File: config.mk
export PLATFORM = sky130hd
export DESIGN_NAME = fiwp_host
export DESIGN_NICKNAME = d
export VERILOG_FILES = /design/src/pkg/fiwp_pkg.sv /design/src/logic/fiwp_host.sv /design/src/logic/fiwp_bus_cyc.sv
export SDC_FILE = /design/constraint.sdc
export NUM_CORES = 1
export LEC_CHECK = 0
export BUFFER_PORTS_ARGS = -buffer_cell sky130_fd_sc_hd__buf_2
export CAP_MARGIN = 20
export CORE_MARGIN = 8
export CORE_UTILIZATION = 50
export DETAILED_ROUTE_END_ITERATION = 12
export PLACE_DENSITY = 0.8
export SKIP_LAST_GASP = 1
export SYNTH_ARGS = -nofsm -noshare
export SYNTH_HDL_FRONTEND = slang
export SYNTH_HIERARCHICAL = 1
export SYNTH_SLANG_ARGS = --single-unit
File: constraint.sdc
create_clock -name ref_clk -period 3.35 [get_ports ref_clk]
set_input_delay 0.335 -clock ref_clk [delete_from_list [all_inputs] [get_ports ref_clk]]
set_output_delay 0.335 -clock ref_clk [all_outputs]
set_load 0.03 [all_outputs]
File: src/pkg/fiwp_pkg.sv
// constants, types and helpers for the flash command host
package fiwp_pkg;

   // ----------------------------------------------------------------
   // bus widths and clock
   // ----------------------------------------------------------------
   localparam int ADDR_W = 27;
   localparam int DATA_W = 16;
   localparam int CLK_NS = 10;

   // ----------------------------------------------------------------
   // command addresses and codes
   // ----------------------------------------------------------------
   localparam logic [26:0] UNLK_A1_W = 27'h0000555;
   localparam logic [26:0] UNLK_A2_W = 27'h00002AA;
   localparam logic [26:0] UNLK_A1_B = 27'h0000AAA;
   localparam logic [26:0] UNLK_A2_B = 27'h0000555;
   localparam logic [15:0] D_UNLK1   = 16'h00AA;
   localparam logic [15:0] D_UNLK2   = 16'h0055;
   localparam logic [15:0] D_IDENT   = 16'h0090;
   localparam logic [15:0] D_PROG    = 16'h00A0;
   localparam logic [15:0] D_RESET   = 16'h00F0;
   localparam logic [7:0]  BYTE_MASK = 8'hFF;

   // identification offsets, added to base or sector address
   localparam logic [26:0] OFS_MFR    = 27'h0000000;
   localparam logic [26:0] OFS_DEV1   = 27'h0000001;
   localparam logic [26:0] OFS_LOCK   = 27'h0000002;
   localparam logic [26:0] OFS_SECURE = 27'h0000003;
   localparam logic [26:0] OFS_DEV2   = 27'h000000E;
   localparam logic [26:0] OFS_DEV3   = 27'h000000F;

   // ----------------------------------------------------------------
   // timing
   // ----------------------------------------------------------------
   localparam int T_WP_NS   = 50;
   localparam int T_WPH_NS  = 30;
   localparam int T_ACC_NS  = 100;
   localparam int T_RP_NS   = 500;
   localparam int T_RH_NS   = 200;
   localparam int T_PROG_US = 200;
   localparam logic [7:0]  WP_CYC  = 8'((T_WP_NS + CLK_NS - 1) / CLK_NS);
   localparam logic [7:0]  WPH_CYC = 8'((T_WPH_NS + CLK_NS - 1) / CLK_NS);
   localparam logic [7:0]  ACC_CYC = 8'((T_ACC_NS + CLK_NS - 1) / CLK_NS);
   localparam logic [15:0] RP_CYC  = 16'((T_RP_NS + CLK_NS - 1) / CLK_NS);
   localparam logic [15:0] RH_CYC  = 16'((T_RH_NS + CLK_NS - 1) / CLK_NS);
   localparam int          PROG_CYC = (T_PROG_US * 1000) / CLK_NS;

   // ----------------------------------------------------------------
   // user commands
   // ----------------------------------------------------------------
   typedef enum logic [2:0] {
      OP_ID_ENTER = 3'h0,
      OP_ID_EXIT  = 3'h1,
      OP_READ     = 3'h2,
      OP_PROGRAM  = 3'h3,
      OP_HW_RESET = 3'h4
   } fiwp_op_t;

   // unlock address for word or byte mode, first or second cycle
   function automatic logic [26:0] unlock_addr(input logic byte_md,
                                               input logic second);
      if (byte_md)
         return second ? UNLK_A2_B : UNLK_A1_B;
      else
         return second ? UNLK_A2_W : UNLK_A1_W;
   endfunction

endpackage

File: src/logic/fiwp_host.sv
// host sequencer for flash identification and single word program
`timescale 1ns/1ps
`default_nettype none
module fiwp_host
   import fiwp_pkg::*;
#(
   parameter int POLL_LIMIT = PROG_CYC  // program time-out in cycles
)(
   input  wire logic        ref_clk,       // 100 MHz clock
   input  wire logic        srst,          // sync reset, active high
   input  wire logic        cmd_valid,     // command request
   input  wire fiwp_op_t    cmd_op,        // command kind
   input  wire logic [26:0] cmd_addr,      // target address
   input  wire logic [15:0] cmd_data,      // program data
   input  wire logic        byte_mode,     // 8-bit bus mode
   output logic             cmd_ready,     // command accepted when high
   output logic             rsp_valid,     // command finished pulse
   output logic      [15:0] rsp_data,      // read or poll data
   output logic             rsp_err,       // program timed out
   output logic             id_mode,       // identification mode active
   output logic             prog_busy,     // program in progress
   output logic      [26:0] flash_addr,    // address pins
   input  wire logic [15:0] flash_dq_in,   // data pins in
   output logic      [15:0] flash_dq_out,  // data pins out
   output logic             flash_dq_oe_n, // data drive, low drives
   output logic             flash_ce_n,    // chip select
   output logic             flash_oe_n,    // output gate
   output logic             flash_we_n,    // write strobe
   output logic             flash_rst_n,   // hardware reset
   output logic             flash_byte_n   // word mode when high
);

   // ----------------------------------------------------------------
   // sequencer state
   // ----------------------------------------------------------------
   typedef enum logic [3:0] {
      ST_IDLE   = 4'h0,
      ST_UNLK1  = 4'h1,
      ST_UNLK2  = 4'h3,
      ST_CMD    = 4'h2,
      ST_PDATA  = 4'h6,
      ST_POLL   = 4'h7,
      ST_SINGLE = 4'h4,
      ST_HWRST  = 4'hC
   } fiwp_st_t;

   fiwp_st_t    state, next_state;
   fiwp_op_t    op, next_op;
   logic        launched, next_launched;
   logic [26:0] addr_q, next_addr;
   logic [15:0] data_q, next_data;
   logic        bm, next_bm;
   logic [15:0] cnt, next_cnt;
   logic        next_ready, next_rsp_valid, next_err, next_id;
   logic        next_pbusy, next_rst_n;
   logic [15:0] next_rsp_data;
   logic        cyc_start, cyc_wr, cyc_done, fin, match;
   logic [26:0] cyc_addr;
   logic [15:0] cyc_data, cyc_rdata, rd_val;

   assign fin    = launched && cyc_done;
   assign rd_val = bm ? {8'h00, cyc_rdata[7:0] & BYTE_MASK} : cyc_rdata;
   assign match  = (cyc_rdata[7] == data_q[7]);

   // ----------------------------------------------------------------
   // next state
   // ----------------------------------------------------------------
   always_comb begin
      next_state     = state;
      next_op        = op;
      next_launched  = launched;
      next_addr      = addr_q;
      next_data      = data_q;
      next_bm        = bm;
      next_cnt       = cnt;
      next_rsp_valid = 1'b0;
      next_rsp_data  = rsp_data;
      next_err       = rsp_err;
      next_id        = id_mode;
      next_pbusy     = prog_busy;
      next_rst_n     = flash_rst_n;
      cyc_wr         = 1'b1;
      cyc_addr       = addr_q;
      cyc_data       = data_q;
      case (state)
         ST_IDLE: if (cmd_valid && cmd_ready) begin
            next_op   = cmd_op;
            next_addr = cmd_addr;
            next_data = byte_mode ? {8'h00, cmd_data[7:0]} : cmd_data;
            next_bm   = byte_mode;
            next_err  = 1'b0;
            case (cmd_op)
               OP_ID_ENTER: next_state = ST_UNLK1;
               OP_PROGRAM: begin
                  next_state = ST_UNLK1;
                  next_pbusy = 1'b1;
               end
               OP_HW_RESET: begin
                  next_state = ST_HWRST;
                  next_rst_n = 1'b0;
                  next_cnt   = RP_CYC;
               end
               default: next_state = ST_SINGLE;
            endcase
         end
         ST_UNLK1: begin
            cyc_addr = unlock_addr(bm, 1'b0);
            cyc_data = D_UNLK1;
            if (fin)
               next_state = ST_UNLK2;
         end
         ST_UNLK2: begin
            cyc_addr = unlock_addr(bm, 1'b1);
            cyc_data = D_UNLK2;
            if (fin)
               next_state = ST_CMD;
         end
         ST_CMD: begin
            cyc_addr = unlock_addr(bm, 1'b0);
            cyc_data = (op == OP_PROGRAM) ? D_PROG : D_IDENT;
            if (fin && op == OP_PROGRAM) begin
               next_state = ST_PDATA;
            end else if (fin) begin
               next_state     = ST_IDLE;
               next_id        = 1'b1;
               next_rsp_valid = 1'b1;
            end
         end
         ST_PDATA: if (fin) begin
            next_state = ST_POLL;
            next_cnt   = 16'(POLL_LIMIT);
         end
         ST_POLL: begin
            // status read at the target until bit 7 shows true data
            cyc_wr = 1'b0;
            if (cnt != 16'h0000)
               next_cnt = cnt - 16'h0001;
            if (fin && match) begin
               next_state     = ST_IDLE;
               next_pbusy     = 1'b0;
               next_rsp_valid = 1'b1;
               next_rsp_data  = rd_val;
            end else if (fin && cnt == 16'h0000) begin
               next_state = ST_HWRST;
               next_err   = 1'b1;
               next_rst_n = 1'b0;
               next_cnt   = RP_CYC;
            end
         end
         ST_SINGLE: begin
            cyc_wr   = (op == OP_ID_EXIT);
            cyc_data = D_RESET;
            if (fin) begin
               next_state     = ST_IDLE;
               next_rsp_valid = 1'b1;
               if (op == OP_ID_EXIT)
                  next_id = 1'b0;
               else
                  next_rsp_data = rd_val;
            end
         end
         ST_HWRST: begin
            // reset pulse, then recovery before the next command
            if (cnt != 16'h0000) begin
               next_cnt = cnt - 16'h0001;
            end else if (!flash_rst_n) begin
               next_rst_n = 1'b1;
               next_cnt   = RH_CYC;
            end else begin
               next_state     = ST_IDLE;
               next_id        = 1'b0;
               next_pbusy     = 1'b0;
               next_rsp_valid = 1'b1;
            end
         end
         default: next_state = ST_IDLE;
      endcase
      cyc_start = !launched && state != ST_IDLE && state != ST_HWRST;
      if (cyc_start)
         next_launched = 1'b1;
      else if (fin)
         next_launched = 1'b0;
      next_ready = (next_state == ST_IDLE);
   end

   always_ff @(posedge ref_clk) begin
      if (srst) begin
         state        <= ST_IDLE;
         op           <= OP_READ;
         launched     <= 1'b0;
         addr_q       <= 27'h0000000;
         data_q       <= 16'h0000;
         bm           <= 1'b0;
         cnt          <= 16'h0000;
         cmd_ready    <= 1'b0;
         rsp_valid    <= 1'b0;
         rsp_data     <= 16'h0000;
         rsp_err      <= 1'b0;
         id_mode      <= 1'b0;
         prog_busy    <= 1'b0;
         flash_rst_n  <= 1'b1;
         flash_byte_n <= 1'b1;
      end else begin
         state        <= next_state;
         op           <= next_op;
         launched     <= next_launched;
         addr_q       <= next_addr;
         data_q       <= next_data;
         bm           <= next_bm;
         cnt          <= next_cnt;
         cmd_ready    <= next_ready;
         rsp_valid    <= next_rsp_valid;
         rsp_data     <= next_rsp_data;
         rsp_err      <= next_err;
         id_mode      <= next_id;
         prog_busy    <= next_pbusy;
         flash_rst_n  <= next_rst_n;
         flash_byte_n <= !next_bm;
      end
   end

   // ----------------------------------------------------------------
   // bus cycle engine
   // ----------------------------------------------------------------
   fiwp_bus_cyc fiwp_bus_cyc_inst (
      .ref_clk    (ref_clk),
      .srst       (srst),
      .start      (cyc_start),
      .wr         (cyc_wr),
      .addr       (cyc_addr),
      .wdata      (cyc_data),
      .dq_in      (flash_dq_in),
      .done       (cyc_done),
      .rdata      (cyc_rdata),
      .flash_addr (flash_addr),
      .dq_out     (flash_dq_out),
      .dq_oe_n    (flash_dq_oe_n),
      .ce_n       (flash_ce_n),
      .oe_n       (flash_oe_n),
      .we_n       (flash_we_n)
   );
endmodule
`default_nettype wire

File: src/logic/fiwp_bus_cyc.sv
// single read or write cycle engine on the flash strobes
`timescale 1ns/1ps
`default_nettype none
module fiwp_bus_cyc
   import fiwp_pkg::*;
(
   input  wire logic              ref_clk,   // clock
   input  wire logic              srst,      // sync reset
   input  wire logic              start,     // begin a cycle
   input  wire logic              wr,        // write when high
   input  wire logic [26:0]       addr,      // cycle address
   input  wire logic [15:0]       wdata,     // write data
   input  wire logic [15:0]       dq_in,     // data pins in
   output logic                   done,      // cycle finished pulse
   output logic      [15:0]       rdata,     // captured read data
   output logic      [26:0]       flash_addr,// address pins
   output logic      [15:0]       dq_out,    // data pins out
   output logic                   dq_oe_n,   // data drive, low drives
   output logic                   ce_n,      // chip select
   output logic                   oe_n,      // output gate
   output logic                   we_n       // write strobe
);

   typedef enum logic [1:0] {
      CY_IDLE  = 2'h0,
      CY_SETUP = 2'h1,
      CY_STRB  = 2'h3,
      CY_HOLD  = 2'h2
   } fiwp_cy_t;

   fiwp_cy_t    cy, next_cy;
   logic [7:0]  cnt, next_cnt;
   logic        wr_q, next_wr;
   logic [26:0] next_addr;
   logic [15:0] next_dq, next_rdata;
   logic        next_dq_oe_n, next_ce_n, next_oe_n, next_we_n, next_done;

   always_comb begin
      next_cy      = cy;
      next_cnt     = cnt;
      next_wr      = wr_q;
      next_addr    = flash_addr;
      next_dq      = dq_out;
      next_dq_oe_n = dq_oe_n;
      next_ce_n    = ce_n;
      next_oe_n    = oe_n;
      next_we_n    = we_n;
      next_done    = 1'b0;
      next_rdata   = rdata;
      case (cy)
         CY_IDLE: if (start) begin
            next_cy      = CY_SETUP;
            next_wr      = wr;
            next_addr    = addr;
            next_dq      = wdata;
            next_ce_n    = 1'b0;
            next_dq_oe_n = !wr;
            next_oe_n    = wr;
         end
         CY_SETUP: begin
            // address latched on this falling strobe
            next_cy   = CY_STRB;
            next_cnt  = wr_q ? WP_CYC : ACC_CYC;
            next_we_n = !wr_q;
         end
         CY_STRB: if (cnt <= 8'h01) begin
            // data latched on this rising strobe, held through hold
            next_cy   = CY_HOLD;
            next_we_n = 1'b1;
            next_oe_n = 1'b1;
            next_cnt  = WPH_CYC;
            if (!wr_q)
               next_rdata = dq_in;
         end else begin
            next_cnt = cnt - 8'h01;
         end
         CY_HOLD: if (cnt <= 8'h01) begin
            next_cy      = CY_IDLE;
            next_ce_n    = 1'b1;
            next_dq_oe_n = 1'b1;
            next_done    = 1'b1;
         end else begin
            next_cnt = cnt - 8'h01;
         end
         default: next_cy = CY_IDLE;
      endcase
   end

   always_ff @(posedge ref_clk) begin
      if (srst) begin
         cy         <= CY_IDLE;
         cnt        <= 8'h00;
         wr_q       <= 1'b0;
         flash_addr <= 27'h0000000;
         dq_out     <= 16'h0000;
         dq_oe_n    <= 1'b1;
         ce_n       <= 1'b1;
         oe_n       <= 1'b1;
         we_n       <= 1'b1;
         done       <= 1'b0;
         rdata      <= 16'h0000;
      end else begin
         cy         <= next_cy;
         cnt        <= next_cnt;
         wr_q       <= next_wr;
         flash_addr <= next_addr;
         dq_out     <= next_dq;
         dq_oe_n    <= next_dq_oe_n;
         ce_n       <= next_ce_n;
         oe_n       <= next_oe_n;
         we_n       <= next_we_n;
         done       <= next_done;
         rdata      <= next_rdata;
      end
   end

endmodule
`default_nettype wire

# Word-level counts from Yosys, hierarchy flattened
# Index checks and enable logic that the tools add are counted.
[classes]
muxes = 81
n_reduce_logical = 45
n_eq_ne = 35
add_sub_neg = 2
bitwise = 2
order_cmp = 1
[op_table]
columns = ["cell", "n"]
rows = [
  ["$mux 16", 13],
  ["$pmux 16 s4", 2],
  ["$pmux 27 s2", 1],
  ["$mux 4", 11],
  ["$pmux 16 s2", 1],
  ["$pmux 4 s8", 1],
  ["$mux 1", 31],
  ["$ne 2x2->1 const B", 14],
  ["$pmux 8 s3", 1],
  ["$logic_not 16->1", 1],
  ["$mux 8", 2],
  ["$reduce_bool 16->1", 1],
  ["$sub 16x1->16 const B", 1],
  ["$eq 4x3->1 const B", 3],
  ["$mux 12", 1],
  ["$pmux 1 s2", 6],
  ["$reduce_and 3->1", 4],
  ["$reduce_and 6->1", 2],
  ["$reduce_bool 2->1", 6],
  ["$mux 11", 1],
  ["$pmux 1 s3", 3],
  ["$reduce_bool 3->1", 3],
  ["$eq 4x2->1 const B", 2],
  ["$le 8x1->1 const B", 1],
  ["29 further kinds", 54],
]
[totals]
ff_bits = 166
in_bits = 66
out_inout_bits = 70
wordCells = 192

# Depth between registers and ports, before layout
[depth]
depth_word = 6
mapped_depth = 10
depth_no_buf = 10

# Cells and area by module
# The synthesis kept the hierarchy.
[modules_own_cells]
columns = ["module", "area_per_inst_um2", "n_inst", "cells_each"]
rows = [
  ["fiwp_host", 4498.1, 1, 599],
  ["fiwp_bus_cyc", 2797.7, 1, 329],
]

# Worst setup path before layout
# OpenSTA, ideal clock, no wires.
[synth_timing]
kind = "register -> register"
startpoint = "register state[3]"
endpoint = "register fiwp_bus_cyc_inst.dq_out[10]"
setup_time_ns = 0.070
n_path_buf = 3
path_slack_ns = 1.061
stages_incl_launch_ff = 10
arrival_time_ns = 2.218
path_cell_list = "dfxtp_1 -> buf_2 -> clkbuf_1 -> or2_2 -> nand2_1 -> a21oi_1 -> nor3b_1 -> clkbuf_1 -> nand2_1 -> a21oi_1"
[synth_via]
elab_chain_len = 4
[synth_rtl]
columns = ["item", "line_no", "text"]
rows = [
  ["start, declared", "fiwp_host.sv:47", "fiwp_st_t state, next_state;"],
  ["start signal, assigned", "fiwp_host.sv:204", "state <= next_state;"],
  ["$reduce_bool 4->1", "fiwp_host.sv:178", "cyc_start = !launched && state != ST_IDLE && state != ST_HWRST;"],
  ["$logic_and 1x1->1", "fiwp_host.sv:178", ""],
  ["$logic_and 1x1->1 *", "fiwp_host.sv:178", ""],
  ["net cyc_start", "fiwp_host.sv:57", "logic cyc_start, cyc_wr, cyc_done, fin, match;"],
  ["$reduce_and 2->1 (no source line) *", "n/a", ""],
  ["end signal, assigned", "fiwp_bus_cyc.sv:107", "dq_out <= next_dq;"],
  ["end, declared", "fiwp_bus_cyc.sv:17", "output logic [15:0] dq_out,"],
]
# Mark *: on every way through the listed nets, which the timed path passes. The rest lies on a longest branch.
# A chain may end at the register's enable or synchronous reset.

# Final worst setup path
[layout_timing]
startpoint = "register state[2]"
endpoint = "register rsp_data[8]"
[layout_via]
elab_chain_len = 3
[layout_rtl]
columns = ["item", "line_no", "text"]
rows = [
  ["$eq 4x3->1", "fiwp_host.sv:85", "case (state)"],
  ["$ne 2x2->1 (no source line) / $reduce_bool 2->1 (equally long branches)", "n/a", ""],
  ["$reduce_and 4->1 (no source line)", "n/a", ""],
  ["end signal, assigned", "fiwp_host.sv:213", "rsp_data <= next_rsp_data;"],
  ["end, declared", "fiwp_host.sv:18", "output logic [15:0] rsp_data,"],
]
# Several ways; a longest one is shown, not always the timed one.

==> impl_metrics.yaml <==
cells_and_area:
  area_growth_pct: 19.7
  num-nets-final: 1108
  layout-drive-gt1-share: 0.199
  final_cells: 1235
  n_antenna_cell: 0
yosys:
  synth_area_leaders: "dfxtp_1 (46%), nand2_1 (12%), a21oi_1 (9.5%)"
  ys_seq_area_frac: 0.455
  yosysUniqueCellTypes: 66
  synth_seq_cells: 166
  syn_inst: 928
  synth_edf_count: 0
  syn-num-nets: 998
  synthesis.area_um2: 7300
  ys_warn_count: 6
  async_reset_ff_frac: 0
  synth_area_leader_cell: "dfxtp_1"
  syn-mean-instance-area_um2: 7.86
  synth.most_common_cell: "nand2_1"
  synth_common_cells: "nand2_1 (237), dfxtp_1 (166), a21oi_1 (139)"
  synthDominantCellAreaShare: 0.455
  synthFlopType: "dfxtp_1"
sta:
  slew_headroom: 0.356
  finalSetupTns_ps: 0
  hold_viol_final: 0
  setup_violations: 0
  tightest_slew_ps: 960
  fin_crit_ps: 2570
  fin_crit_sh: 0.766
  hold_ws_ps: 138
  rsz0062_at_grt: "no"
  slew_viol_final: 0
  skew_ps: 11.4
  max_freq_mhz: 390
clock_network:
  clk_pin_slew_worst_paths_ps: 70
  numCtsBuffers: 17
  htree_levels: 4
  cts_resized: 0
  clk_latency_ps: 430
  post_cts_buffers: 0
  cts_root_buf: "clkbuf_16"
  clockBufferDepth: 2
  hold_buffers: 0
  cts_tree: "done"
  cts.sinks: 166
global_routing:
  grt_pass1_wl_um: 31300
  grt_usage: 0.206
  antenna_found_initial: 0
  gr-total-overflow: 0
  grt_pass1_vias: 6450
  grt_max_degree: 81
route:
  wl_met1_um: 8700
  routedWlPerCell_um: 15.6
  viasPerCell: 5.52
  routed-wl-met2_um: 8990
  drc: 0
  first_iter_violations: 770
  detail-route-antenna-nets: 0
  firstDrtPassIters: 7
  highest_layer: "met4"
  vias: 6812
  dr_wl_met3_um: 1280
  drt_wl_total_um: 19200
floorplan:
  pin_count: 136
  core_area_um2: 14400
  chipWidth_um: 137
  initial_core_util: 0.508
  rows: 44
  dieArea_um2: 18700
  die_h_um: 137
critical_path:
  critPathMaxStageDelay_ps: 790
  worst_path_max_delay_cell: "dfxtp_1"
  critical_path_class: "register to register"
  crit_arrival_ps: 2910
  cp_cell_sequence: "nand2b_1, nor3_1, o31a_1, o21a_1, nand3b_1, a21oi_1"
  cp-end-kind: "register"
  reg2reg_to: "rsp_data[8]$_SDFFE_PP0P_"
  critPathRequiredTime_ps: 3700
  r2r_slack_ps: 780
  worstReg2RegStart: "state[2]$_SDFF_PP0_"
  path_max_fanout: 25
  crit_path_start_kind: "register"
  reg2reg_depth: 6
hold_path:
  min_path_type: "primary input to register"
  hold_end: "fiwp_bus_cyc_inst/rdata[9]$_SDFFE_PP0P_"
  min_from: "flash_dq_in[9]"
  whs_path_depth: 3
run:
  cap_viol_max_count: 0
status:
  status: "finished, final reports clean"
power_and_ir_drop:
  p_per_area_nw_per_um2: 596
  ir_worst_vdd_v: 0.000461
  p_leak_nw: 3.51
  total_power_mw: 5.20
placement:
  dp.final_hpwl_um: 13200
  place_congestion: 0.912
  io_buffers: 135
  placed_cells: 1202
## metal layers
layer | global-route usage | up-vias
li1 | - | 3399
met1 | 0.269 | 3165
met2 | 0.327 | 228
met3 | 0.0507 | 20
met4 | 0.0730 | 0
met5 | 0 | -
## critical path, delay by kind of cell (launching register included)
family | cells | cell delay, ps
AOI/OAI and AO/OA | 3 | 960
and+or+nand+nor | 3 | 720
DFF | 1 | 790
## where the power goes
part           switching, mW  total, mW  internal [mW]  leakage, nW
clock network          0.803       2.12           1.32        0.321
registers              0.130       2.22           2.09         1.34
logic                  0.550      0.864          0.314         1.85
## flip-flops by register name, summed over array words and instances, names as in the netlist, 2 cells and up
name                          flops
fiwp_bus_cyc_inst/dq_out         16
fiwp_bus_cyc_inst/cnt             8
fiwp_bus_cyc_inst/flash_addr     27
state                             4
addr_q                           27
fiwp_bus_cyc_inst/rdata          16
op                                3
rsp_data                         16
cnt                              16
fiwp_bus_cyc_inst/cy              2
data_q                           16
## logic make-up after synthesis
kind of cell | Yosys count | synth area share
xor+xnor | 4 | 0.00480
fa+ha+maj | 4 | 0.00686
flops | 166 | 0.455
compound gates | 232 | 0.185
simple gates | 429 | 0.279
buf+inv | 73 | 0.0406
mux | 20 | 0.0276
## how the worst max path moves through the flow
stage	depth (start not counted)	from	to
2_1_floorplan	9	state[3]$_SDFF_PP0_	fiwp_bus_cyc_inst/dq_out[10]$_SDFFE_PP0P_
3_3_place_gp	6	state[3]$_SDFF_PP0_	rsp_data[3]$_SDFFE_PP0P_
3_5_place_dp	6	state[2]$_SDFF_PP0_	rsp_data[13]$_SDFFE_PP0P_
4_1_cts	6	state[2]$_SDFF_PP0_	rsp_data[12]$_SDFFE_PP0P_
5_1_grt	6	state[2]$_SDFF_PP0_	rsp_data[14]$_SDFFE_PP0P_
6_report	6	state[2]$_SDFF_PP0_	rsp_data[8]$_SDFFE_PP0P_
## stage by stage
step            util  setup WS, ps  cell area (um2)
2_1_floorplan      -          1060             7300
3_3_place_gp   0.562           946             8070
3_5_place_dp   0.562           818             8070
4_1_cts        0.607           792             8730
5_1_grt        0.608           451             8730
6_report       0.608           784             8730
## final cells by class
cell class / instances / area [um2]
inverters: 17 / 63.8
flip-flops and latches: 166 / 3320
fillers: 1280 / 5640
multi-input cells: 689 / 3690
clock buffers: 20 / 467
well taps: 184 / 230
clock inverters: 12 / 190
repair buffers: 147 / 768
## layout by cell type, fill, tap and decap left out, types with 3 or more instances in the layout
master     instances
clkbuf_16         17
nor3b_1            4
clkinv_4           6
or4_4              3
o31ai_1            3
nor2b_1            3
a21o_1            13
or2_2              7
buf_2            134
nand2b_1           6
o21ai_0           23
nand4_1            4
bufinv_16          4
and2_1            27
nor2_1            57
and3b_1            3
ha_1               4
clkbuf_8           3
o21ai_1            5
dfxtp_1          166
a31oi_1            8
mux2i_1           19
buf_4             13
a21oi_1          139
nand3_1           15
nand3b_1          20
o21bai_1           3
nor3_1            19
nor4_1             5
nand2_1          237
inv_1             17
a211oi_1           5
o211ai_1           6
Note: power is estimated with default switching activity, not from simulation.
